$ cat src/shared/dcpol_pkg.sv
// package: register map, field layout and command carrier types for the class/ecc policy block
package dcpol_pkg;

  // ******************************
  // register offsets (byte addresses)
  // ******************************
  localparam logic [4:0] OFS_PRIO_MAP   = 5'h00;
  localparam logic [4:0] OFS_CLASS1_MAP = 5'h04;
  localparam logic [4:0] OFS_CLASS2_MAP = 5'h08;
  localparam logic [4:0] OFS_ECC_CTRL   = 5'h0c;
  localparam logic [4:0] OFS_RANGE_A    = 5'h10;
  localparam logic [4:0] OFS_RANGE_B    = 5'h14;

  // ******************************
  // field positions and masks
  // ******************************
  localparam int          MAP_EN_BIT      = 31;
  localparam logic [31:0] PRIO_WR_MASK    = 32'h8000_ffff;
  localparam logic [31:0] ECC_WR_MASK     = 32'hf000_0003;
  localparam int          ECC_EN_BIT      = 31;
  localparam int          ECC_POL_BIT     = 30;
  localparam int          ECC_VERIFY_BIT  = 29;
  localparam int          ECC_MERGE_BIT   = 28;
  localparam int          ECC_RNG_B_BIT   = 1;
  localparam int          ECC_RNG_A_BIT   = 0;
  localparam int          ID_A_LSB        = 23;
  localparam int          ID_B_LSB        = 12;
  localparam int          ID_C_LSB        = 2;
  localparam int          MSK_A_LSB       = 20;
  localparam int          MSK_B_LSB       = 10;
  localparam int          MSK_C_LSB       = 0;
  localparam logic [31:0] REG_RESET       = 32'h0000_0000;
  localparam logic [1:0]  CLASS_ONE_CODE  = 2'h1;
  localparam logic [1:0]  CLASS_TWO_CODE  = 2'h2;

  // ******************************
  // command carriers
  // ******************************
  typedef struct packed {
    logic        valid;
    logic        write;
    logic        partial;
    logic [2:0]  prio;
    logic [7:0]  master;
    logic [32:0] addr;
  } dcpol_cmd_type;

  typedef struct packed {
    logic        valid;
    logic [1:0]  cos;
    logic        ecc_calc;
    logic        ecc_verify;
    logic        rmw;
  } dcpol_policy_type;

endpackage

$ cat src/hw/dcpol_id_match.sv
// one master-identifier compare with low-bit masking
`timescale 1ns/100ps
module dcpol_id_match (
  input  wire logic [7:0] id_i,
  input  wire logic [2:0] mask_i,
  input  wire logic [7:0] master_i,
  output logic            hit_o
);
  import dcpol_pkg::*;

  wire logic [7:0] care;

  assign care = (mask_i == 3'h0) ? 8'hff :
                (mask_i == 3'h1) ? 8'hfe :
                (mask_i == 3'h2) ? 8'hfc : 8'hf8;
  assign hit_o = ((id_i ^ master_i) & care) == 8'h00;
endmodule

$ cat src/hw/dcpol_range_check.sv
// inclusive address range test on the upper sixteen address bits
`timescale 1ns/100ps
module dcpol_range_check (
  input  wire logic [31:0] bounds_i,
  input  wire logic        on_i,
  input  wire logic [32:0] addr_i,
  output logic             inside_o
);
  import dcpol_pkg::*;

  wire logic [15:0] page;

  assign page     = addr_i[32:17];
  assign inside_o = on_i && (page >= bounds_i[15:0]) && (page <= bounds_i[31:16]);
endmodule

$ cat src/hw/dcpol_top.sv
// class-of-service and ecc policy for sdram commands, with wishbone register file
//
// The implementer's own choices: the register offsets and the Wishbone interface to the registers.
`timescale 1ns/100ps
module dcpol_top (
  input  wire logic                     core_clk_i,
  input  wire logic                     rst_i,
  input  wire logic                     wb_cyc_i,
  input  wire logic                     wb_stb_i,
  input  wire logic                     wb_we_i,
  input  wire logic [4:0]               wb_adr_i,
  input  wire logic [3:0]               wb_sel_i,
  input  wire logic [31:0]              wb_dat_i,
  output logic      [31:0]              wb_dat_o,
  output logic                          wb_ack_o,
  output logic                          wb_err_o,
  input  wire dcpol_pkg::dcpol_cmd_type cmd_i,
  output dcpol_pkg::dcpol_policy_type   policy_o,
  output logic                          ecc_init_start_o
);
  import dcpol_pkg::*;

  // ******************************
  // registers and bus decode
  // ******************************
  logic [31:0] prio_class_map;
  logic [31:0] master_class_one_map;
  logic [31:0] master_class_two_map;
  logic [31:0] ecc_control;
  logic [31:0] ecc_range_a_bounds;
  logic [31:0] ecc_range_b_bounds;
  logic        ack;

  wire logic        req     = wb_cyc_i && wb_stb_i && !ack && !wb_err_o;
  wire logic        sel_p   = wb_adr_i == OFS_PRIO_MAP;
  wire logic        sel_1   = wb_adr_i == OFS_CLASS1_MAP;
  wire logic        sel_2   = wb_adr_i == OFS_CLASS2_MAP;
  wire logic        sel_e   = wb_adr_i == OFS_ECC_CTRL;
  wire logic        sel_a   = wb_adr_i == OFS_RANGE_A;
  wire logic        sel_b   = wb_adr_i == OFS_RANGE_B;
  wire logic        mapped  = sel_p | sel_1 | sel_2 | sel_e | sel_a | sel_b;
  wire logic        wr      = req && wb_we_i && mapped;
  wire logic [31:0] lanes   = {{8{wb_sel_i[3]}}, {8{wb_sel_i[2]}},
                               {8{wb_sel_i[1]}}, {8{wb_sel_i[0]}}};
  wire logic [31:0] rd_mux  = sel_p ? prio_class_map :
                              sel_1 ? master_class_one_map :
                              sel_2 ? master_class_two_map :
                              sel_e ? ecc_control :
                              sel_a ? ecc_range_a_bounds :
                              sel_b ? ecc_range_b_bounds : 32'h0000_0000;

  function automatic logic [31:0] merge(input logic [31:0] old, input logic [31:0] wmask);
    merge = (old & ~(lanes & wmask)) | (wb_dat_i & lanes & wmask);
  endfunction

  // single-cycle answer: ack or err one edge after the request is seen
  always_ff @(posedge core_clk_i or posedge rst_i) begin
    if (rst_i) begin
      ack      <= 1'b0;
      wb_err_o <= 1'b0;
      wb_dat_o <= 32'h0000_0000;
    end else begin
      ack      <= req && mapped;
      wb_err_o <= req && !mapped;
      wb_dat_o <= (req && !wb_we_i && mapped) ? rd_mux : wb_dat_o;
    end
  end
  assign wb_ack_o = ack;

  // write masks keep reserved bits at zero
  always_ff @(posedge core_clk_i or posedge rst_i) begin
    if (rst_i) begin
      prio_class_map       <= REG_RESET;
      master_class_one_map <= REG_RESET;
      master_class_two_map <= REG_RESET;
      ecc_control          <= REG_RESET;
      ecc_range_a_bounds   <= REG_RESET;
      ecc_range_b_bounds   <= REG_RESET;
    end else if (wr) begin
      if (sel_p) prio_class_map <= merge(prio_class_map, PRIO_WR_MASK);
      if (sel_1) master_class_one_map <= merge(master_class_one_map, 32'hffff_ffff);
      if (sel_2) master_class_two_map <= merge(master_class_two_map, 32'hffff_ffff);
      if (sel_e) ecc_control <= merge(ecc_control, ECC_WR_MASK);
      if (sel_a) ecc_range_a_bounds <= merge(ecc_range_a_bounds, 32'hffff_ffff);
      if (sel_b) ecc_range_b_bounds <= merge(ecc_range_b_bounds, 32'hffff_ffff);
    end
  end

  // ******************************
  // class of service
  // ******************************
  wire logic [31:0] map_reg [2];
  assign map_reg[0] = master_class_one_map;
  assign map_reg[1] = master_class_two_map;
  wire logic [1:0] cls_hit;

  genvar g;
  generate
    for (g = 0; g < 2; g++) begin : g_map
      wire logic [2:0] hit;
      dcpol_id_match u_a (.id_i(map_reg[g][ID_A_LSB +: 8]), .mask_i(map_reg[g][MSK_A_LSB +: 3]),
                          .master_i(cmd_i.master), .hit_o(hit[0]));
      dcpol_id_match u_b (.id_i(map_reg[g][ID_B_LSB +: 8]),
                          .mask_i({1'b0, map_reg[g][MSK_B_LSB +: 2]}),
                          .master_i(cmd_i.master), .hit_o(hit[1]));
      dcpol_id_match u_c (.id_i(map_reg[g][ID_C_LSB +: 8]),
                          .mask_i({1'b0, map_reg[g][MSK_C_LSB +: 2]}),
                          .master_i(cmd_i.master), .hit_o(hit[2]));
      assign cls_hit[g] = map_reg[g][MAP_EN_BIT] && (|hit);
    end
  endgenerate

  wire logic [1:0] prio_field = prio_class_map[{cmd_i.prio, 1'b0} +: 2];
  // only codes 1 and 2 assign a class
  wire logic [1:0] prio_cos = (prio_class_map[MAP_EN_BIT] &&
                               (prio_field == CLASS_ONE_CODE || prio_field == CLASS_TWO_CODE))
                              ? prio_field : 2'h0;
  wire logic [1:0] next_cos = cls_hit[0] ? CLASS_ONE_CODE :
                              cls_hit[1] ? CLASS_TWO_CODE : prio_cos;

  // ******************************
  // ecc treatment
  // ******************************
  wire logic in_a;
  wire logic in_b;
  dcpol_range_check u_rng_a (.bounds_i(ecc_range_a_bounds), .on_i(ecc_control[ECC_RNG_A_BIT]),
                             .addr_i(cmd_i.addr), .inside_o(in_a));
  dcpol_range_check u_rng_b (.bounds_i(ecc_range_b_bounds), .on_i(ecc_control[ECC_RNG_B_BIT]),
                             .addr_i(cmd_i.addr), .inside_o(in_b));

  wire logic ecc_on   = ecc_control[ECC_EN_BIT];
  wire logic next_calc = ecc_on && ((in_a | in_b) == ecc_control[ECC_POL_BIT]);
  // verify on reads only with ecc on
  wire logic next_ver  = next_calc && !cmd_i.write && ecc_control[ECC_VERIFY_BIT];
  // merge partial writes only with ecc on
  wire logic next_rmw  = next_calc && cmd_i.write && cmd_i.partial && ecc_control[ECC_MERGE_BIT];

  always_ff @(posedge core_clk_i or posedge rst_i) begin
    if (rst_i) begin
      policy_o <= '0;
    end else begin
      policy_o.valid      <= cmd_i.valid;
      policy_o.cos        <= cmd_i.valid ? next_cos : 2'h0;
      policy_o.ecc_calc   <= cmd_i.valid && next_calc;
      policy_o.ecc_verify <= cmd_i.valid && next_ver;
      policy_o.rmw        <= cmd_i.valid && next_rmw;
    end
  end

  logic ecc_on_d;
  always_ff @(posedge core_clk_i or posedge rst_i) begin
    if (rst_i) begin
      ecc_on_d         <= 1'b0;
      ecc_init_start_o <= 1'b0;
    end else begin
      ecc_on_d         <= ecc_on;
      ecc_init_start_o <= ecc_on && !ecc_on_d;
    end
  end
endmodule

$ cat config.mk
export PLATFORM = sky130hd
export DESIGN_NAME = dcpol_top
export DESIGN_NICKNAME = d
export VERILOG_FILES = /design/src/shared/dcpol_pkg.sv /design/src/hw/dcpol_id_match.sv /design/src/hw/dcpol_range_check.sv /design/src/hw/dcpol_top.sv
export SDC_FILE = /design/constraint.sdc
export NUM_CORES = 1
export LEC_CHECK = 0
export BUFFER_PORTS_ARGS = -buffer_cell sky130_fd_sc_hd__buf_4
export CORE_MARGIN = 2
export CORE_UTILIZATION = 45
export CTS_CLUSTER_DIAMETER = 200
export DETAILED_ROUTE_END_ITERATION = 12
export PLACE_DENSITY = 0.62
export SKIP_CTS_REPAIR_TIMING = 1
export SYNTH_ARGS = -nofsm -noshare
export SYNTH_HDL_FRONTEND = slang
export SYNTH_SLANG_ARGS = --single-unit
$ cat constraint.sdc
create_clock -name core_clk_i -period 14.2 [get_ports core_clk_i]
set_input_delay 2.84 -clock core_clk_i [delete_from_list [all_inputs] [get_ports core_clk_i]]
set_output_delay 2.84 -clock core_clk_i [all_outputs]
set_load 0.005 [all_outputs]
==> impl_metrics.toml <==
[run_status]
status = "finished, final reports clean"

[setup_path]
cp.arrival_ns = 5.57
worst-setup-path-type = "in2reg"
setup.worst_path.start_class = "input pin"
critPathCaptureType = "register"
cp_max_fo = 63
worst_ep_required_time_ns = 14.53

[logic_synthesis]
yosysTopAreaCell = "dfrtp_1"
ys_seq_elements = 193
yosys_warnings = 0
ys.flop_type = "dfrtp_1"
netlist_area_sq_um = 10500
synth_edf_count = 0
yosysTopAreaCellShare = 0.462
ys_types = 56
synth_fp_nets = 1169
synthArstFlopShare = 1.00
postSynthAreaPerCell_sq_um = 10.3
ys_top_cells_by_area = "dfrtp_1 46%, mux2_2 9.4%, ha_1 7.7%, o21ai_0 4.4%, nand2_1 4.3%"
syn_inst = 1012
yosysSeqAreaShare = 0.462

[global_routing]
antenna_found_initial = 0
overflow = 0
grt_pass1_wl_um = 46300
grt_max_degree = 130
gr-usage-met3 = 0.0421
use_met2 = 0.412
track_usage = 0.253
grt_pass1_vias = 8032
grtUsageMet1 = 0.348
busiest_layer = "met2"

[placement]
dp_hpwl_um = 21300
routabilityCongestion = 0.857
pre_cts_slack_ns = 8.49
numPortBuffers = 116

[pwr]
powerDensity_nw_per_um2 = 100
p_leak_nw = 5.89
vdd_drop_max_mv = 0.0772

[final_layout]
num_antenna_cells = 0
area_growth_syn_to_layout_pct = 16.1
drive_gt1_frac = 0.245
final_nets = 1261

[detailed_routing]
finalWirelength_um = 30000
firstDrtPassIters = 5
drtAntennaViolNets = 0
vias = 8158
dr.first_iter.drc_count = 534
drcViolationCount = 0
post_drt_wl_per_cell_um = 21.4
via_per_inst = 5.82

[floorplan]
die_x_um = 156
design.die.area_sq_um = 24500
fp-row-count = 55
core_area_sq_um = 22700
boundaryPins = 134
die_h_um = 156
initial_utilization = 0.460

[timing]
max_slew.worst_pin.slew_ns = 1.04
fin_ws_ns = 8.96
min_period_ns = 5.24
timing.final.max_slew_violations = 0
max_slew_margin = 0.304
fin_crit_sh = 0.369
final.setup.tns_ns = 0
clock_skew_ns = 0.00872
rsz0062_at_grt = "no"
setup_violations = 0
hold_violations = 0
timing.fmax_mhz = 191

[clocking]
cts_buffers = 17
root_buffer = "clkbuf_16"
cts_tree = "built"
clk_latency_ns = 0.45
htree_num_levels = 4
path_clk_slew_ns = 0.07
cts_buffer_depth = 2
clkSinkCount = 193

[worst_hold_path]
hold_class = "reg2reg"

[run]
max_cap_viol_count = 0
## cells by family (layout without fill, tap and decap cells)
logic type / Yosys count / in the layout / synth area share
buf+inv: 117 / 222 / 0.0449
mux: 93 / 93 / 0.104
xor+xnor: 48 / 48 / 0.0409
compound gates: 287 / 287 / 0.173
simple gates: 210 / 210 / 0.0983
flops: 193 / 193 / 0.462
fa+ha+maj: 64 / 64 / 0.0766
## synthesized netlist by cell type, types with 2 or more instances
master / number
a2111oi_0: 3
a211oi_1: 11
a21o_1: 17
a21oi_1: 76
a221oi_1: 26
a22o_1: 6
a22oi_1: 30
a32oi_1: 3
and3_1: 2
and4_1: 3
buf_1: 2
buf_2: 12
buf_6: 2
clkbuf_1: 32
dfrtp_1: 193
ha_1: 64
inv_1: 69
mux2_2: 87
mux4_2: 4
nand2_1: 120
nand2_2: 3
nand2b_1: 7
nand3_1: 10
nand4_1: 8
nor2_1: 12
nor2_2: 11
nor2b_1: 6
nor3_1: 10
nor3_4: 2
nor4_1: 5
o2111ai_1: 3
o21a_1: 6
o21ai_0: 92
o221a_2: 2
o31ai_1: 3
or4_1: 5
xnor2_1: 25
xor2_1: 22
## where the power goes
group	leakage [nW]	internal, W	switching [W]
Combinational	3.25	0.0000607	0.0000755
Sequential	2.34	0.000570	0.0000130
Clock	0.295	0.000266	0.000234
## cell usage in the layout (no fill, tap or decap), types with 22 or more instances in the layout
cell / netlist / layout
a221oi_1: 26 / 26
buf_4: 0 / 121
xnor2_1: 25 / 25
o21ai_0: 92 / 92
ha_1: 64 / 64
a21oi_1: 76 / 76
xor2_1: 22 / 22
mux2_2: 87 / 87
dfrtp_1: 193 / 193
inv_1: 69 / 68
nand2_1: 120 / 120
a22oi_1: 30 / 30
## metal layers
layer | wire length (um) | share of wire
met4 | 654 | 0.022
met3 | 1760 | 0.059
met5 | 0 | 0
met1 | 13600 | 0.45
met2 | 14000 | 0.47
## through the flow
stage | std cells | cell area [sq um] | utilization | hold WS [ns] | power, W
after floorplan | 1012 | 10500 | - | 0.378 | 0.000655
after global placement | 1370 | 11500 | 0.508 | 0.384 | 0.000727
after detailed placement | 1370 | 11500 | 0.508 | 0.404 | 0.000730
after CTS | 1402 | 12100 | 0.535 | 0.414 | 0.00123
after global routing | 1402 | 12100 | 0.535 | 0.420 | 0.00127
final | 1402 | 12100 | 0.535 | 0.406 | 0.00122
## worst max-delay path: stages
cell and delay (ns):
buf_4 0.14, nor4b_4 0.25, buf_4 0.62, nand2b_1 0.48
nor2_1 0.81, mux2_2 0.41
## area by class of cell
type,instances,area (sq um)
Timing Repair Buffer,121,908
Clock buffer,17,425
Inverter,69,267
Tap cell,285,357
Sequential cell,193,4830
Multi-Input combinational cell,702,5170
Fill cell,2068,10600
Clock inverter,15,179
## path summary, 6_finish.rpt
kind	startpoint	to	slack (ns)	depth (start not counted)
setup / recovery	wb_adr_i[1]	register	8.96	6
hold / removal	ecc_on_d$_DFF_PP0_	ecc_init_start_o$_DFF_PP0_	0.41	1
setup reg to reg	register	policy_o[2]$_DFF_PP0_	11.31	9
hold reg to reg	ecc_on_d$_DFF_PP0_	ecc_init_start_o$_DFF_PP0_	0.41	1
max in group asynchronous	rst_i	asynchronous set/reset pin	10.22	3
min in group asynchronous	rst_i	policy_o[2]$_DFF_PP0_	2.57	2
No activity file was read; power rests on OpenSTA's default activity.
